===== config.mk =====
export PLATFORM = sky130hd
export DESIGN_NAME = fpuc_ctrl
export DESIGN_NICKNAME = d
export VERILOG_FILES = /design/src/core/fpuc_pkg.sv /design/src/core/fpuc_ctrl.sv /design/src/core/fpuc_sector_map.sv /design/src/core/fpuc_usec_tick.sv
export SDC_FILE = /design/constraint.sdc
export NUM_CORES = 1
export LEC_CHECK = 0
export BUFFER_PORTS_ARGS = -buffer_cell sky130_fd_sc_hd__clkbuf_2
export CAP_MARGIN = 20
export CORE_UTILIZATION = 59
export CTS_CLUSTER_SIZE = 24
export DETAILED_ROUTE_END_ITERATION = 12
export PLACE_DENSITY = 0.78
export SLEW_MARGIN = 20
export SYNTH_ARGS = -nofsm -noshare
export SYNTH_HDL_FRONTEND = slang
export SYNTH_SLANG_ARGS = --single-unit

===== constraint.sdc =====
create_clock -name ref_clk -period 8.9 [get_ports ref_clk]
set_input_delay 0.445 -clock ref_clk [delete_from_list [all_inputs] [get_ports ref_clk]]
set_output_delay 0.445 -clock ref_clk [all_outputs]
set_load 0.05 [all_outputs]

===== src/core/fpuc_pkg.sv =====
// Purpose: shared constants for the flash protect and unlock controller
// Assumes: byte-wide register file, 100 MHz system clock
// Notes: offsets are register file addresses
`default_nettype none
package fpuc_pkg;
    // ----------------------------------------
    // register addresses
    // ----------------------------------------
    localparam logic [11:0] ADDR_CMD = 12'hff8;
    localparam logic [11:0] ADDR_PAGE = 12'hff9;
    localparam logic [11:0] ADDR_FREQ_HI = 12'hffa;
    localparam logic [11:0] ADDR_FREQ_LO = 12'hffb;
    // ----------------------------------------
    // command codes
    // ----------------------------------------
    localparam logic [7:0] CMD_UNLOCK1 = 8'h73;
    localparam logic [7:0] CMD_UNLOCK2 = 8'h8c;
    localparam logic [7:0] CMD_PAGE_ERASE = 8'h95;
    localparam logic [7:0] CMD_MASS_ERASE = 8'h63;
    localparam logic [7:0] CMD_SECT_SEL = 8'h5e;
    // ----------------------------------------
    // geometry and reset values
    // ----------------------------------------
    localparam int PAGE_BYTES = 512;
    localparam int ROWS_PER_PAGE = 8;
    localparam int ROW_BYTES = 64;
    localparam int MAX_SECTORS = 8;
    localparam logic [7:0] ERASED_BYTE = 8'hff;
    localparam logic [7:0] SECT_RESET = 8'h00;
    localparam logic [15:0] FREQ_RESET = 16'h0000;
    localparam logic [15:0] INFO_BASE = 16'hfe00;
    localparam logic [15:0] INFO_LAST = 16'hffff;
    localparam int OPTION_BYTES = 2;
    // ----------------------------------------
    // timing: pulse lengths in microseconds
    // ----------------------------------------
    localparam int PROG_TIME_US = 40;
    localparam int PAGE_ERASE_TIME_US = 10000;
    localparam int MASS_ERASE_TIME_US = 200000;
    // ----------------------------------------
    // controller states
    // ----------------------------------------
    typedef enum logic [2:0] {
        ST_LOCKED = 3'b000,
        ST_UNLOCK1 = 3'b001,
        ST_UNLOCK2 = 3'b010,
        ST_ACTIVE = 3'b011,
        ST_BUSY = 3'b100
    } fpuc_state_e;
    typedef enum logic [1:0] {
        OP_PROG = 2'b00,
        OP_PAGE = 2'b01,
        OP_MASS = 2'b10
    } fpuc_op_e;
endpackage
`default_nettype wire


===== src/core/fpuc_ctrl.sv =====
// Function
// - erase clears a whole 512-byte page at least
// - each page is eight rows of sixty-four bytes
// - sectors are 1024 bytes for 8 kB, 512 bytes otherwise
// - at most eight sectors, never smaller than a page
// - first two program bytes hold option bits
// - information area sits at FE00h to FFFFh apart from program memory
// - timing comes from 16-bit kHz value in two byte registers
// - write-protect option 0 blocks user program and erase, debug mass erase allowed
// - write-protect option 1 allows program and erase subject to others
// - reset leaves the controller locked
// - page select rewrite must match, else relock; match activates page
// - 95h erases active page only in unprotected sector, any sector from debugger
// - any other command after unlock relocks and drops active page
// - mass erase only through the debug port
// - unlocked page accepts byte writes until next command write
// - sector protection clears to zero on reset
// - 5Eh maps page-select address to sector protection; else back
// - user writes to sector protection only set bits
// - protected sector blocks CPU writes and erases, not debugger
// - programming only clears bits; erased byte reads FFh
// - page erase completion relocks the controller
// - mass erase starts on 63h as third command from debugger
//
// Purpose: flash program and erase guard with unlock sequence
// Assumes: one register write per cycle; flash array outside
// Notes: flash array is driven through addr, data and strobes
`default_nettype none
module fpuc_ctrl
#(
    parameter int PAGES = 16,
    parameter int PAGE_ERASE_US = fpuc_pkg::PAGE_ERASE_TIME_US,
    parameter int MASS_ERASE_US = fpuc_pkg::MASS_ERASE_TIME_US
)
(
    input wire logic ref_clk,
    input wire logic nrst,
    input wire logic regWrEn,
    input wire logic regRdEn,
    input wire logic [11:0] regAddr,
    input wire logic [7:0] regWrData,
    output logic [7:0] regRdData,
    input wire logic fromDebug,
    input wire logic write_protect_option,
    input wire logic progReq,
    input wire logic [15:0] progAddr,
    input wire logic [7:0] progData,
    input wire logic [7:0] flashRdData,
    output logic progDone,
    output logic progRefused,
    output logic busy,
    output logic flashProg,
    output logic flashPageErase,
    output logic flashMassErase,
    output logic [15:0] flashAddr,
    output logic [7:0] flashWrData
);
    import fpuc_pkg::*;
    // page offset width follows the row layout
    localparam int PAGE_BITS = $clog2(ROWS_PER_PAGE * ROW_BYTES);
    localparam logic [15:0] MEM_LAST = 16'(PAGES * PAGE_BYTES - 1);

    fpuc_state_e state_ff;
    fpuc_op_e op_ff;
    logic [7:0] page_ff;
    logic [7:0] sect_ff;
    logic sectSel_ff;
    logic [15:0] freq_ff;
    logic [17:0] usLeft_ff;
    logic [15:0] addr_ff;
    logic [7:0] data_ff;
    logic done_ff;
    logic refused_ff;
    logic usTick;
    logic pageProt;
    logic cmdWr;
    logic pageWr;
    logic inPage;
    logic inInfo;
    logic inOption;
    logic userOk;
    logic progOk;

    assign cmdWr = regWrEn && (regAddr == ADDR_CMD);
    assign pageWr = regWrEn && (regAddr == ADDR_PAGE);
    assign busy = (state_ff == ST_BUSY);

    // ----------------------------------------
    // helpers
    // ----------------------------------------
    fpuc_usec_tick u_tick (
        .ref_clk(ref_clk),
        .nrst(nrst),
        .run(busy),
        .freqKhz(freq_ff),
        .usTick(usTick)
    );
    fpuc_sector_map #(.PAGES(PAGES)) u_map (
        .page(page_ff[3:0]),
        .sectMask(sect_ff),
        .protectedPage(pageProt)
    );

    // ----------------------------------------
    // program request qualification
    // ----------------------------------------
    // info area is outside program memory and outside page decode
    assign inInfo = (progAddr >= INFO_BASE) && (progAddr <= INFO_LAST);
    assign inOption = (progAddr < 16'(OPTION_BYTES));
    assign inPage = (progAddr[15:PAGE_BITS] == page_ff[15-PAGE_BITS:0]);
    // debugger ignores write protect and sector protect
    assign userOk = write_protect_option && !pageProt && inPage;
    assign progOk = !inInfo && (progAddr <= MEM_LAST) && !inOption
        && (fromDebug || userOk);

    // ----------------------------------------
    // frequency registers
    // ----------------------------------------
    always_ff @(posedge ref_clk or negedge nrst)
    begin
        if (!nrst)
            freq_ff <= FREQ_RESET;
        else if (regWrEn && regAddr == ADDR_FREQ_HI)
            freq_ff[15:8] <= regWrData;
        else if (regWrEn && regAddr == ADDR_FREQ_LO)
            freq_ff[7:0] <= regWrData;
    end

    // ----------------------------------------
    // sector protection and its window
    // ----------------------------------------
    always_ff @(posedge ref_clk or negedge nrst)
    begin
        if (!nrst)
            sectSel_ff <= 1'b0;
        else if (cmdWr)
            sectSel_ff <= (regWrData == CMD_SECT_SEL);
    end

    always_ff @(posedge ref_clk or negedge nrst)
    begin
        if (!nrst)
            sect_ff <= SECT_RESET;
        else if (pageWr && sectSel_ff)
        begin
            // debugger may also clear bits
            if (fromDebug)
                sect_ff <= regWrData;
            else
                sect_ff <= sect_ff | regWrData;
        end
    end

    // ----------------------------------------
    // page select
    // ----------------------------------------
    always_ff @(posedge ref_clk or negedge nrst)
    begin
        if (!nrst)
            page_ff <= 8'h00;
        else if (pageWr && !sectSel_ff && (state_ff == ST_LOCKED || fromDebug))
            page_ff <= regWrData;
    end

    // ----------------------------------------
    // unlock sequence and operation control
    // ----------------------------------------
    always_ff @(posedge ref_clk or negedge nrst)
    begin
        if (!nrst)
        begin
            state_ff <= ST_LOCKED;
            op_ff <= OP_PROG;
            usLeft_ff <= 18'h00000;
            addr_ff <= 16'h0000;
            data_ff <= ERASED_BYTE;
            done_ff <= 1'b0;
            refused_ff <= 1'b0;
        end
        else
        begin
            done_ff <= 1'b0;
            refused_ff <= 1'b0;
            unique case (state_ff)
                ST_LOCKED:
                    if (cmdWr && regWrData == CMD_UNLOCK1)
                        state_ff <= ST_UNLOCK1;
                    else if (progReq)
                        refused_ff <= 1'b1;
                ST_UNLOCK1:
                    if (cmdWr)
                        state_ff <= (regWrData == CMD_UNLOCK2) ? ST_UNLOCK2 : ST_LOCKED;
                    else if (progReq)
                        refused_ff <= 1'b1;
                ST_UNLOCK2:
                    if (pageWr && !sectSel_ff)
                        state_ff <= (regWrData == page_ff) ? ST_ACTIVE : ST_LOCKED;
                    else if (cmdWr && regWrData == CMD_MASS_ERASE && fromDebug)
                    begin
                        // debugger skips the page rewrite, so 63h is its third command
                        state_ff <= ST_BUSY;
                        op_ff <= OP_MASS;
                        usLeft_ff <= 18'(MASS_ERASE_US);
                    end
                    else if (cmdWr)
                        state_ff <= ST_LOCKED;
                    else if (progReq && fromDebug && progOk)
                    begin
                        // debugger may program straight after the unlock codes
                        state_ff <= ST_BUSY;
                        op_ff <= OP_PROG;
                        addr_ff <= progAddr;
                        data_ff <= progData & flashRdData;
                        usLeft_ff <= 18'(PROG_TIME_US);
                    end
                    else if (progReq)
                        refused_ff <= 1'b1;
                ST_ACTIVE:
                    if (cmdWr && regWrData == CMD_PAGE_ERASE && !pageProt
                        && write_protect_option)
                    begin
                        // sector check waived for the debugger
                        state_ff <= ST_BUSY;
                        op_ff <= OP_PAGE;
                        usLeft_ff <= 18'(PAGE_ERASE_US);
                    end
                    else if (cmdWr && regWrData == CMD_PAGE_ERASE && fromDebug)
                    begin
                        state_ff <= ST_BUSY;
                        op_ff <= OP_PAGE;
                        usLeft_ff <= 18'(PAGE_ERASE_US);
                    end
                    else if (cmdWr && regWrData == CMD_MASS_ERASE && fromDebug)
                    begin
                        state_ff <= ST_BUSY;
                        op_ff <= OP_MASS;
                        usLeft_ff <= 18'(MASS_ERASE_US);
                    end
                    else if (cmdWr)
                        state_ff <= ST_LOCKED;
                    else if (progReq && progOk)
                    begin
                        // page stays open after a byte write
                        state_ff <= ST_BUSY;
                        op_ff <= OP_PROG;
                        addr_ff <= progAddr;
                        data_ff <= progData & flashRdData;
                        usLeft_ff <= 18'(PROG_TIME_US);
                    end
                    else if (progReq)
                        refused_ff <= 1'b1;
                ST_BUSY:
                    if (usTick)
                    begin
                        if (usLeft_ff <= 18'h00001)
                        begin
                            done_ff <= 1'b1;
                            // erase relocks, programming keeps the page
                            state_ff <= (op_ff == OP_PROG) ? ST_ACTIVE : ST_LOCKED;
                        end
                        usLeft_ff <= usLeft_ff - 18'h00001;
                    end
                default:
                    state_ff <= ST_LOCKED;
            endcase
        end
    end

    // ----------------------------------------
    // flash array drive
    // ----------------------------------------
    // page erase addresses all eight rows of the page at once
    assign flashProg = busy && (op_ff == OP_PROG);
    assign flashPageErase = busy && (op_ff == OP_PAGE);
    assign flashMassErase = busy && (op_ff == OP_MASS);
    assign flashAddr = (op_ff == OP_PROG) ? addr_ff
        : {page_ff[15-PAGE_BITS:0], {PAGE_BITS{1'b0}}};
    assign flashWrData = data_ff;
    assign progDone = done_ff;
    assign progRefused = refused_ff;

    // ----------------------------------------
    // register reads
    // ----------------------------------------
    always_comb
    begin
        regRdData = 8'h00;
        if (regRdEn)
        begin
            unique case (regAddr)
                ADDR_CMD: regRdData = {5'h00, state_ff};
                ADDR_PAGE: regRdData = sectSel_ff ? sect_ff : page_ff;
                ADDR_FREQ_HI: regRdData = freq_ff[15:8];
                ADDR_FREQ_LO: regRdData = freq_ff[7:0];
                default: regRdData = 8'h00;
            endcase
        end
    end
endmodule
`default_nettype wire


===== src/core/fpuc_sector_map.sv =====
// Purpose: maps a page number onto its protection sector bit
// Assumes: PAGES is a power of two, at most 16
// Notes: sector is an eighth of the flash, never below one page
`default_nettype none
module fpuc_sector_map
#(
    parameter int PAGES = 16
)
(
    input wire logic [3:0] page,
    input wire logic [7:0] sectMask,
    output logic protectedPage
);
    import fpuc_pkg::*;
    localparam int PPS = (PAGES > MAX_SECTORS) ? PAGES / MAX_SECTORS : 1;
    logic [3:0] sectIdx;
    // 8 kB: two pages per 1024-byte sector, else one page each
    assign sectIdx = page / 4'(PPS);
    assign protectedPage = sectMask[sectIdx[2:0]];
endmodule
`default_nettype wire


===== src/core/fpuc_usec_tick.sv =====
// Purpose: one-microsecond enable pulse from the kHz frequency value
// Assumes: freqKhz holds the system clock in kHz
// Notes: a microsecond is freqKhz/1000 cycles; at least one cycle
`default_nettype none
module fpuc_usec_tick
(
    input wire logic ref_clk,
    input wire logic nrst,
    input wire logic run,
    input wire logic [15:0] freqKhz,
    output logic usTick
);
    import fpuc_pkg::*;
    logic [15:0] cnt_ff;
    logic [15:0] reload;
    // round up so no pulse is shortened while freqKhz + 999 still fits in 16 bits
    assign reload = (freqKhz + 16'd999) / 16'd1000;
    assign usTick = run && (cnt_ff + 16'h0001 >= reload);
    // ----------------------------------------
    // cycle counter scaled by frequency
    // ----------------------------------------
    always_ff @(posedge ref_clk or negedge nrst)
    begin
        if (!nrst)
            cnt_ff <= 16'h0000;
        else if (!run || usTick)
            cnt_ff <= 16'h0000;
        else
            cnt_ff <= cnt_ff + 16'h0001;
    end
endmodule
`default_nettype wire


**Word-level counts from Yosys, hierarchy flattened**

Cells that the tools add are included.

- $add $sub $neg: 3
- Multiply operators: 0
- Div/mod/pow operators: 1
- $lt $le $gt $ge: 7
- Equality and inequality tests: 36
- Shift operators: 0
- Mux-type cells: 82
- Bitwise operators: 3
- Reductions and logical operators: 44

Operator list:

| operator | count |
|---|---|
| $mux 18 | 10 |
| $mux 16 | 11 |
| $mux 8 | 12 |
| $pmux 18 s3 | 1 |
| $eq 12x12->1 const B | 4 |
| $mux 3 | 13 |
| $pmux 16 s2 | 1 |
| $pmux 8 s4 | 1 |
| $logic_and 1x1->1 | 27 |
| $eq 8x7->1 const B | 3 |
| $mux 2 | 12 |
| $ne 2x2->1 const B | 10 |
| $le 18x1->1 const B | 1 |
| $sub 18x1->18 const B | 1 |
| $add 16x1->16 const B | 1 |
| $add 16x10->16 const B | 1 |
| $div 16x10->16 const B | 1 |
| $eq 8x8->1 const B | 2 |
| $ge 16x16->1 | 1 |
| $ge 16x16->1 const B | 1 |
| $le 16x13->1 const B | 1 |
| $le 16x16->1 const B | 1 |
| $lt 16x2->1 const B | 1 |
| $mux 1 | 16 |
| other kinds (30) | 43 |

- Register bits after elaboration: 98
- Bits in latches: 0
- RAM bits: 0
- ROM bits: 0
- Input port bits: 59
- Output and inout port bits: 38
- Logic and storage cells: 189
- Memories: 0

**Depth between registers and ports, before layout**

Gate-level depths: netlist of the first run.

- Depth after elaboration: 14
- Gate-level depth with buffers: 36
- Depth with buffers taken out: 35

**Cells and area by module**

A second synthesis of the first run with hierarchy kept.

- Cell total of the unflattened synthesis: 804
- Area total of the unflattened synthesis: 7417.1 sq um

By module, submodules not included:

| module | instances | cells an instance | area an instance (sq um) | seq. area each (sq um) |
|---|---|---|---|---|
| fpuc_ctrl | 1 | 452 | 4624.4 | 2062.0 |
| fpuc_usec_tick | 1 | 349 | 2728.9 | 400.4 |
| fpuc_sector_map | 1 | 3 | 63.8 | 0.0 |

**Worst setup path after synthesis of the first run**

No wires, ideal clock.

- Path type: register to register
- From: reg freq_ff[5]
- To: reg usLeft_ff[10]
- Library setup time: 0.083 ns
- Arrival time: 7.213 ns
- Data required time: 8.817 ns
- Setup slack: 1.605 ns
- Stages on the path, launching flop included: 36
- Buffers on the path: 5
- Clock period less this slack: 7.295 ns
- Cells stage by stage: dfrtp_1 -> buf_6 -> or4_4 -> buf_6 -> o31ai_2 -> xnor2_1 -> nand4_2 -> nor2_8 -> mux2_4 -> a21oi_2 -> mux2i_1 -> o211ai_1 -> a2bb2oi_2 -> or3b_1 -> buf_2 -> o31a_4 -> xnor2_2 -> nand2b_1 -> and4_1 -> a2111oi_2 -> ha_1 -> nand2b_1 -> a21oi_1 -> nor2b_1 -> o21ai_0 -> nand2b_1 -> a21oi_1 -> nor2b_1 -> o21ai_0 -> o2111ai_1 -> nand2_1 -> a21o_1 -> clkbuf_1 -> clkbuf_1 -> o21ai_0 -> o21ai_0

- Word-level cells in the longest chain between the ends: 6

RTL lines:

| what | line | source |
|---|---|---|
| start: declaration | fpuc_ctrl.sv:68 | `logic [15:0] freq_ff;` |
| start signal: assignment | fpuc_ctrl.sv:126 | `freq_ff[7:0] <= regWrData;` |
| $add 16x10->16 | fpuc_usec_tick.sv:17 | `assign reload = (freqKhz + 16'd999) / 16'd1000;` |
| $div 16x10->16 | fpuc_usec_tick.sv:17 |  |
| $ge 16x16->1 | fpuc_usec_tick.sv:18 | `assign usTick = run && (cnt_ff + 16'h0001 >= reload);` |
| $logic_and 1x1->1 | fpuc_usec_tick.sv:18 |  |
| $ne 2x1->1 (no line) | -- |  |
| $reduce_and 7->1 (no line) | -- |  |
| end signal: assignment | fpuc_ctrl.sv:237 | `usLeft_ff <= 18'(MASS_ERASE_US);` |
| end signal: assignment | fpuc_ctrl.sv:248 | `usLeft_ff <= 18'(PROG_TIME_US);` |
| end signal: assignment | fpuc_ctrl.sv:261 | `usLeft_ff <= usLeft_ff - 18'h00001;` |
| end: declaration | fpuc_ctrl.sv:69 | `logic [17:0] usLeft_ff;` |

No other way between the ends.
A chain may end at the register's enable or synchronous reset.

**Worst setup path after layout of the first run**

- From: reg freq_ff[5]
- To: reg usLeft_ff[2]

The elaborated chain is that of the path after synthesis.

==> flow_metrics.env, run 1 <==
export IMPL_grt_first_pass_wirelength_um=31430
export IMPL_start_kind="register"
export IMPL_total_power_w=0.001519
export IMPL_ys_warn_count=0
export IMPL_via_count=6844
export IMPL_mostFrequentLayoutCell="clkbuf_2"
export IMPL_synth_area_um2=7313
export IMPL_firstDrtPassIters=6
export IMPL_grt_util_all_layers=0.3055
export IMPL_r2r_cells=31
export IMPL_cp_end_kind="register"
export IMPL_setup_tns_ps=0
export IMPL_status="finished clean"
export IMPL_drive_gt1_frac=0.2522
export IMPL_p_int_w=0.0009559
export IMPL_maxSlewHeadroom=0.2927
export IMPL_root_buffer="clkbuf_16"
export IMPL_cp_startpoint="freq_ff[5]$_DFFE_PN0P_"
export IMPL_synth_edf_count=0
export IMPL_rsz0062_at_grt="no"
export IMPL_via_per_inst=6.384
export IMPL_cts_tree="built"
export IMPL_core_um2=12060
export IMPL_routed_wl_um=19060
export IMPL_fin_cells=1072
export IMPL_period_share=0.9216
export IMPL_peakVddDrop_mv=0.1925
export IMPL_clock_sinks=98
export IMPL_antenna_found_initial=0
export IMPL_p_leak_nw=3.568
export IMPL_start_util=0.6063
export IMPL_worst_hold_path_type="input port to async pin"
export IMPL_yosysSeqAreaShare=0.3367
export IMPL_final_hold_viol_count=0
export IMPL_cts_hold_buf=0
export IMPL_drc=0
export IMPL_drtIter0Drc=526
export IMPL_cp_top_family="compound AO/OA/AOI/OAI gates"
export IMPL_path_depth=31
export IMPL_cts_path_max_buffers=2
export IMPL_area_delta_synth_final_pct=13.11
export IMPL_synthCells=815
export IMPL_switchingPower_w=0.0005636
export IMPL_swShare=0.3709
export IMPL_path_class="register to register"
export IMPL_mostFrequentLayoutCells="95 x clkbuf_2, 90 x dfrtp_1, 75 x nor2_1, 69 x nand2_1, 53 x mux2_2"
export IMPL_cpMaxStageDelayCell="or4_4"
export IMPL_p_comb_frac=0.327
export IMPL_dp_hpwl_um=14200
export IMPL_ff_latch_area_um2=2462
export IMPL_io_pins=97
export IMPL_fillerInstances=941
export IMPL_post_cts_buffers=0
export IMPL_diodes=0
export IMPL_tightest_slew_ps=1061
export IMPL_power_density_nw_per_um2=183.7
export IMPL_worstPathRequired_ps=9110
export IMPL_first_global_vias=6592
export IMPL_clk_pin_slew_ps=70
export IMPL_io_buffers=96
export IMPL_die_h_um=113.3
export IMPL_critPathCapture="usLeft_ff[2]$_DFFE_PN0P_"
export IMPL_critical_path_buf_inv_count=0
export IMPL_fin_nets=969
export IMPL_postSynthAreaPerCell_um2=8.973
export IMPL_place_congestion=0.9289
export IMPL_synth_cell_type_count=97
export IMPL_ant_nets=0
export IMPL_slew_viol_final=0
export IMPL_setup_viol_count_final=0
export IMPL_cts_made_buffers=9
export IMPL_clk_latency_ps=350
export IMPL_synth_seq_cells=98
export IMPL_wl_per_cell_um=17.78
export IMPL_synth_top_flop_cell="dfrtp_1"
export IMPL_path_max_fanout=29
export IMPL_p_clk_frac=0.295
export IMPL_dp_cells=1056
export IMPL_worstPathArrival_ps=8410
export IMPL_seqPwrFrac=0.378
export IMPL_skew_ps=10.01
export IMPL_row_count=40
export IMPL_cap_violations=0
export IMPL_r2r_end="usLeft_ff[2]$_DFFE_PN0P_"
export IMPL_finalCriticalPeriod_ps=8202
export IMPL_multi_input_area_um2=4677
export IMPL_ys_async_sr_fraction=1.000
export IMPL_fmax_mhz=121.9
export IMPL_max_stage_delay_ps=620
export IMPL_timing_rr_start="freq_ff[5]$_DFFE_PN0P_"
export IMPL_grt_max_degree=56
export IMPL_grt_overflow_total=0
export IMPL_htree_levels=3
export IMPL_die_area_um2=12840
export IMPL_reg2reg_setup_slack_ps=700
export IMPL_die_x_um=113.3
-- cell families after synthesis --
family          count (synthesis)  synth area share
buf+inv                        52           0.03011
fa+ha+maj                      11           0.01882
simple gates                  319            0.2274
mux                            68            0.1069
flops                          98            0.3367
xor+xnor                       50           0.06296
other cells                     1         0.0005128
compound gates                216            0.2166
-- synth_stat cells, types with 4 or more instances --
cell type	instances	area, um2
a211o_1	4	35.03
a211oi_1	12	90.09
a21o_1	4	30.03
a21oi_1	37	185.2
a21oi_2	4	35.03
a22o_1	8	70.07
a22oi_1	6	45.04
a31oi_1	10	62.56
and2_1	18	112.6
and3_1	6	37.54
buf_1	4	15.01
buf_2	5	25.02
clkbuf_1	23	86.33
dfrtp_1	90	2252
dfstp_2	8	210.2
ha_1	11	137.6
inv_1	14	52.55
mux2_2	53	596.8
mux2i_1	11	110.1
nand2_1	69	259.0
nand2b_1	8	50.05
nand3_1	26	130.1
nand4_1	8	50.05
nor2_1	75	281.5
nor2b_1	16	100.1
nor3_1	35	175.2
nor3b_1	6	45.04
nor4_1	13	81.33
o2111ai_1	7	61.31
o211ai_1	9	67.56
o21ai_0	51	255.2
o21ai_1	5	25.02
o21ai_2	4	35.03
o31ai_1	4	30.03
or3_1	14	87.58
xnor2_1	29	254.0
xor2_1	18	157.7
-- metal layers --
metal,share of wire,track usage,wire length (um)
met5,0,0,0
met4,0.030,0.1316,571
met3,0.071,0.05249,1345
met2,0.47,0.5014,9044
met1,0.42,0.3992,8101
-- flip-flops by register name, indices dropped and copies added (netlist names) --
register       cells
usLeft_ff         18
addr_ff           16
freq_ff           16
u_tick.cnt_ff     16
flashWrData        8
page_ff            8
sect_ff            8
state_ff           3
op_ff              2
progDone           1
progRefused        1
sectSel_ff         1
-- worst min-delay path by stage --
stage,cells past startpoint,start,to
6_report,1,nrst,u_tick.cnt_ff[1]$_DFF_PN0_
3_5_place_dp,1,addr_ff[15]$_DFFE_PN0P_,addr_ff[15]$_DFFE_PN0P_
5_1_grt,1,nrst,u_tick.cnt_ff[1]$_DFF_PN0_
3_3_place_gp,1,addr_ff[14]$_DFFE_PN0P_,addr_ff[14]$_DFFE_PN0P_
4_1_cts,1,nrst,u_tick.cnt_ff[5]$_DFF_PN0_
2_1_floorplan,0,nrst,addr_ff[0]$_DFFE_PN0P_
-- timing repair --
item | CTS | global route
resized for setup | 0 | 3
endpoints found under the setup margin | 0 | 18
endpoints found under the hold margin | 0 | 0
-- power groups by stage --
stage               Clock (W)  Combinational [W]  Sequential [W]
global route         0.000471           0.000541        0.000583
global placement            0           0.000474        0.000575
detailed placement          0           0.000490        0.000580
CTS                  0.000453           0.000492        0.000573
finish               0.000448           0.000497        0.000574
floorplan                   0           0.000353        0.000589
-- worst reg2reg max path, delay by kind of cell (launching register included) --
family          cells  cell delay [ps]
compound gates     16             4430
xor+xnor            3              630
flops               1              480
simple gates       11             2250
fa+ha+maj           1              280
-- final cells by class --
| type | count | area share |
|---|---|---|
| clock inverter | 6 | 0.01376 |
| tap | 168 | 0.02541 |
| sequential | 98 | 0.2977 |
| clock buffer | 10 | 0.02768 |
| inverter | 17 | 0.008017 |
| timing repair buffer | 100 | 0.06202 |
| multi-input combinational | 673 | 0.5654 |
-- per-stage QoR --
stage	area, um2	utilization	hold WS, ps	setup WS, ps
final	8272	0.6858	94.22	697.6
after detailed placement	7913	0.6560	465.1	451.8
after global placement	7913	0.6560	464.3	639.3
after CTS	8255	0.6844	118.5	424.9
after global routing	8272	0.6858	143.6	37.40
after floorplan	7343	-	149.4	1605
No activity file was read; power rests on OpenSTA's default activity.
==> run 2, diff against run 1 <==
Settings changed: ABC_CLOCK_PERIOD_IN_PS set to 8900, CAP_MARGIN 20 to 5, REMOVE_ABC_BUFFERS set to 1.
==> run 2 against run 1 <==
Routed wire length grew 1.1%; die area is the same; sequential share of layout area grew 0.23 points; non-clock buffer count is the same; critical path depth is the same; clock power shrank 17%; flip-flop and latch count is the same; clock skew grew 2.2 ps; first-iteration DRC count shrank 13%; largest cell class unchanged.
==> flow_metrics.env, run 2 (synthesized netlist as in run 1, its figures left out) <==
export IMPL_io_pins=97
export IMPL_clk_latency_ps=350
export IMPL_antenna_found_initial=0
export IMPL_drive_gt1_frac=0.2511
export IMPL_row_count=40
export IMPL_via_count=6766
export IMPL_worst_hold_path_type="input port to register"
export IMPL_finalCriticalPeriod_ps=8180
export IMPL_place_congestion=0.9140
export IMPL_cts_path_max_buffers=2
export IMPL_mostFrequentLayoutCell="clkbuf_2"
export IMPL_setup_tns_ps=0
export IMPL_grt_overflow_total=0
export IMPL_largest_reg_flops=18
export IMPL_cp_end_kind="register"
export IMPL_wl_per_cell_um=17.97
export IMPL_clk_pin_slew_ps=70
export IMPL_max_stage_delay_ps=650
export IMPL_via_per_inst=6.312
export IMPL_cap_violations=0
export IMPL_diodes=0
export IMPL_drc=0
export IMPL_area_delta_synth_final_pct=12.25
export IMPL_grt_util_all_layers=0.3066
export IMPL_drtIter0Drc=458
export IMPL_regMostFlops="usLeft_ff"
export IMPL_fin_nets=969
export IMPL_start_util=0.6063
export IMPL_cts_made_buffers=9
export IMPL_skew_ps=12.19
export IMPL_firstDrtPassIters=5
export IMPL_status="finished clean"
export IMPL_final_hold_viol_count=0
export IMPL_fillerInstances=979
export IMPL_grt_max_degree=89
export IMPL_cts_tree="built"
export IMPL_die_area_um2=12840
export IMPL_grt_first_pass_wirelength_um=31520
export IMPL_ant_nets=0
export IMPL_cpMaxStageDelayCell="or4_4"
export IMPL_crit_top_cell="nand2b_1"
export IMPL_die_x_um=113.3
export IMPL_start_kind="register"
export IMPL_p_leak_nw=3.541
export IMPL_period_share=0.9191
export IMPL_core_um2=12060
export IMPL_io_buffers=96
export IMPL_fmax_mhz=122.3
export IMPL_root_buffer="clkbuf_16"
export IMPL_first_global_vias=6540
export IMPL_tightest_slew_ps=1016
export IMPL_path_max_fanout=29
export IMPL_final_core_util=0.6806
export IMPL_htree_levels=3
export IMPL_path_class="register to register"
export IMPL_peakVddDrop_mv=0.2010
export IMPL_setup_viol_count_final=0
export IMPL_maxSlewHeadroom=0.3204
export IMPL_post_cts_buffers=0
export IMPL_worstPathArrival_ps=8380
export IMPL_die_h_um=113.3
export IMPL_slew_viol_final=0
export IMPL_power_density_nw_per_um2=176.5
export IMPL_routed_wl_um=19270
export IMPL_clock_sinks=98
export IMPL_worstPathRequired_ps=9100
export IMPL_dp_hpwl_um=14380
export IMPL_mostFrequentLayoutCells="95 x clkbuf_2, 90 x dfrtp_1, 75 x nor2_1, 69 x nand2_1, 53 x mux2_2"
[run 2: per-stage QoR]
stage,worst slack (ps),area [um2],hold WS [ps],power (W),instances
6_report,720.2,8209,284.5,0.001449,1072
5_1_grt,-11.98,8209,288.6,0.001521,1072
4_1_cts,444.2,8193,276.4,0.001443,1072
3_5_place_dp,428.7,7905,286.9,0.001070,1055
3_3_place_gp,762.5,7905,277.6,0.001046,1055
2_1_floorplan,1662,7189,149.4,0.0009306,788
[run 2: routing by layer]
metal / GRT usage / vias up / share of wire
met5: 0 / - / 0
met4: 0.1211 / 0 / 0.022
met3: 0.04017 / 39 / 0.053
met2: 0.5059 / 247 / 0.48
met1: 0.4107 / 3294 / 0.45
li1: - / 3186 / -
[run 2: what timing repair did]
action                                  4_1_cts  5_1_grt
hold endpoints to repair                     10        0
gates resized for setup                       0        3
hold buffers                                  1        0
endpoints found under the setup margin        0       18
[run 2: worst max-delay path, delay by kind of cell (launching register included)]
| kind | cells | cell delay (ps) |
|---|---|---|
| DFF | 1 | 480 |
| adders and majority gates | 1 | 280 |
| xor gates and xnor gates | 3 | 610 |
| muxes | 2 | 770 |
| and+or+nand+nor | 13 | 2860 |
| AOI/OAI and AO/OA | 12 | 3020 |
[run 2: worst paths after layout]
kind	startpoint	slack (ps)	endpoint	cells after the start
worst max-delay path	freq_ff[7]$_DFFE_PN0P_	720	usLeft_ff[12]$_DFFE_PN0P_	31
worst min-delay path	flashRdData[7]	280	flashWrData[7]$_DFFE_PN1P_	3
worst max register to register	freq_ff[7]$_DFFE_PN0P_	720	usLeft_ff[12]$_DFFE_PN0P_	31
worst min register to register	flashWrData[5]$_DFFE_PN1P_	480	flashWrData[5]$_DFFE_PN1P_	2
max in group asynchronous	nrst	7410	freq_ff[15]$_DFFE_PN0P_	3
min in group asynchronous	nrst	470	u_tick.cnt_ff[3]$_DFF_PN0_	2
[run 2: final cells by class]
| cell class | instances | area [um2] | share of cell area |
|---|---|---|---|
| Clock inverter | 6 | 48.80 | 0.005944 |
| Timing Repair Buffer | 100 | 519.2 | 0.06325 |
| Tap cell | 168 | 210.2 | 0.02561 |
| Multi-Input combinational cell | 673 | 4673 | 0.5693 |
| Inverter | 17 | 66.31 | 0.008078 |
| Clock buffer | 10 | 229.0 | 0.02789 |
| Sequential cell | 98 | 2462 | 0.3000 |
[run 2: where the power goes]
part           switching (W)  leakage (nW)  total, W  internal (W)
Combinational       0.000336          2.12  0.000501      0.000165
Sequential         0.0000586          1.29  0.000574      0.000515
Clock               0.000181         0.131  0.000374      0.000193
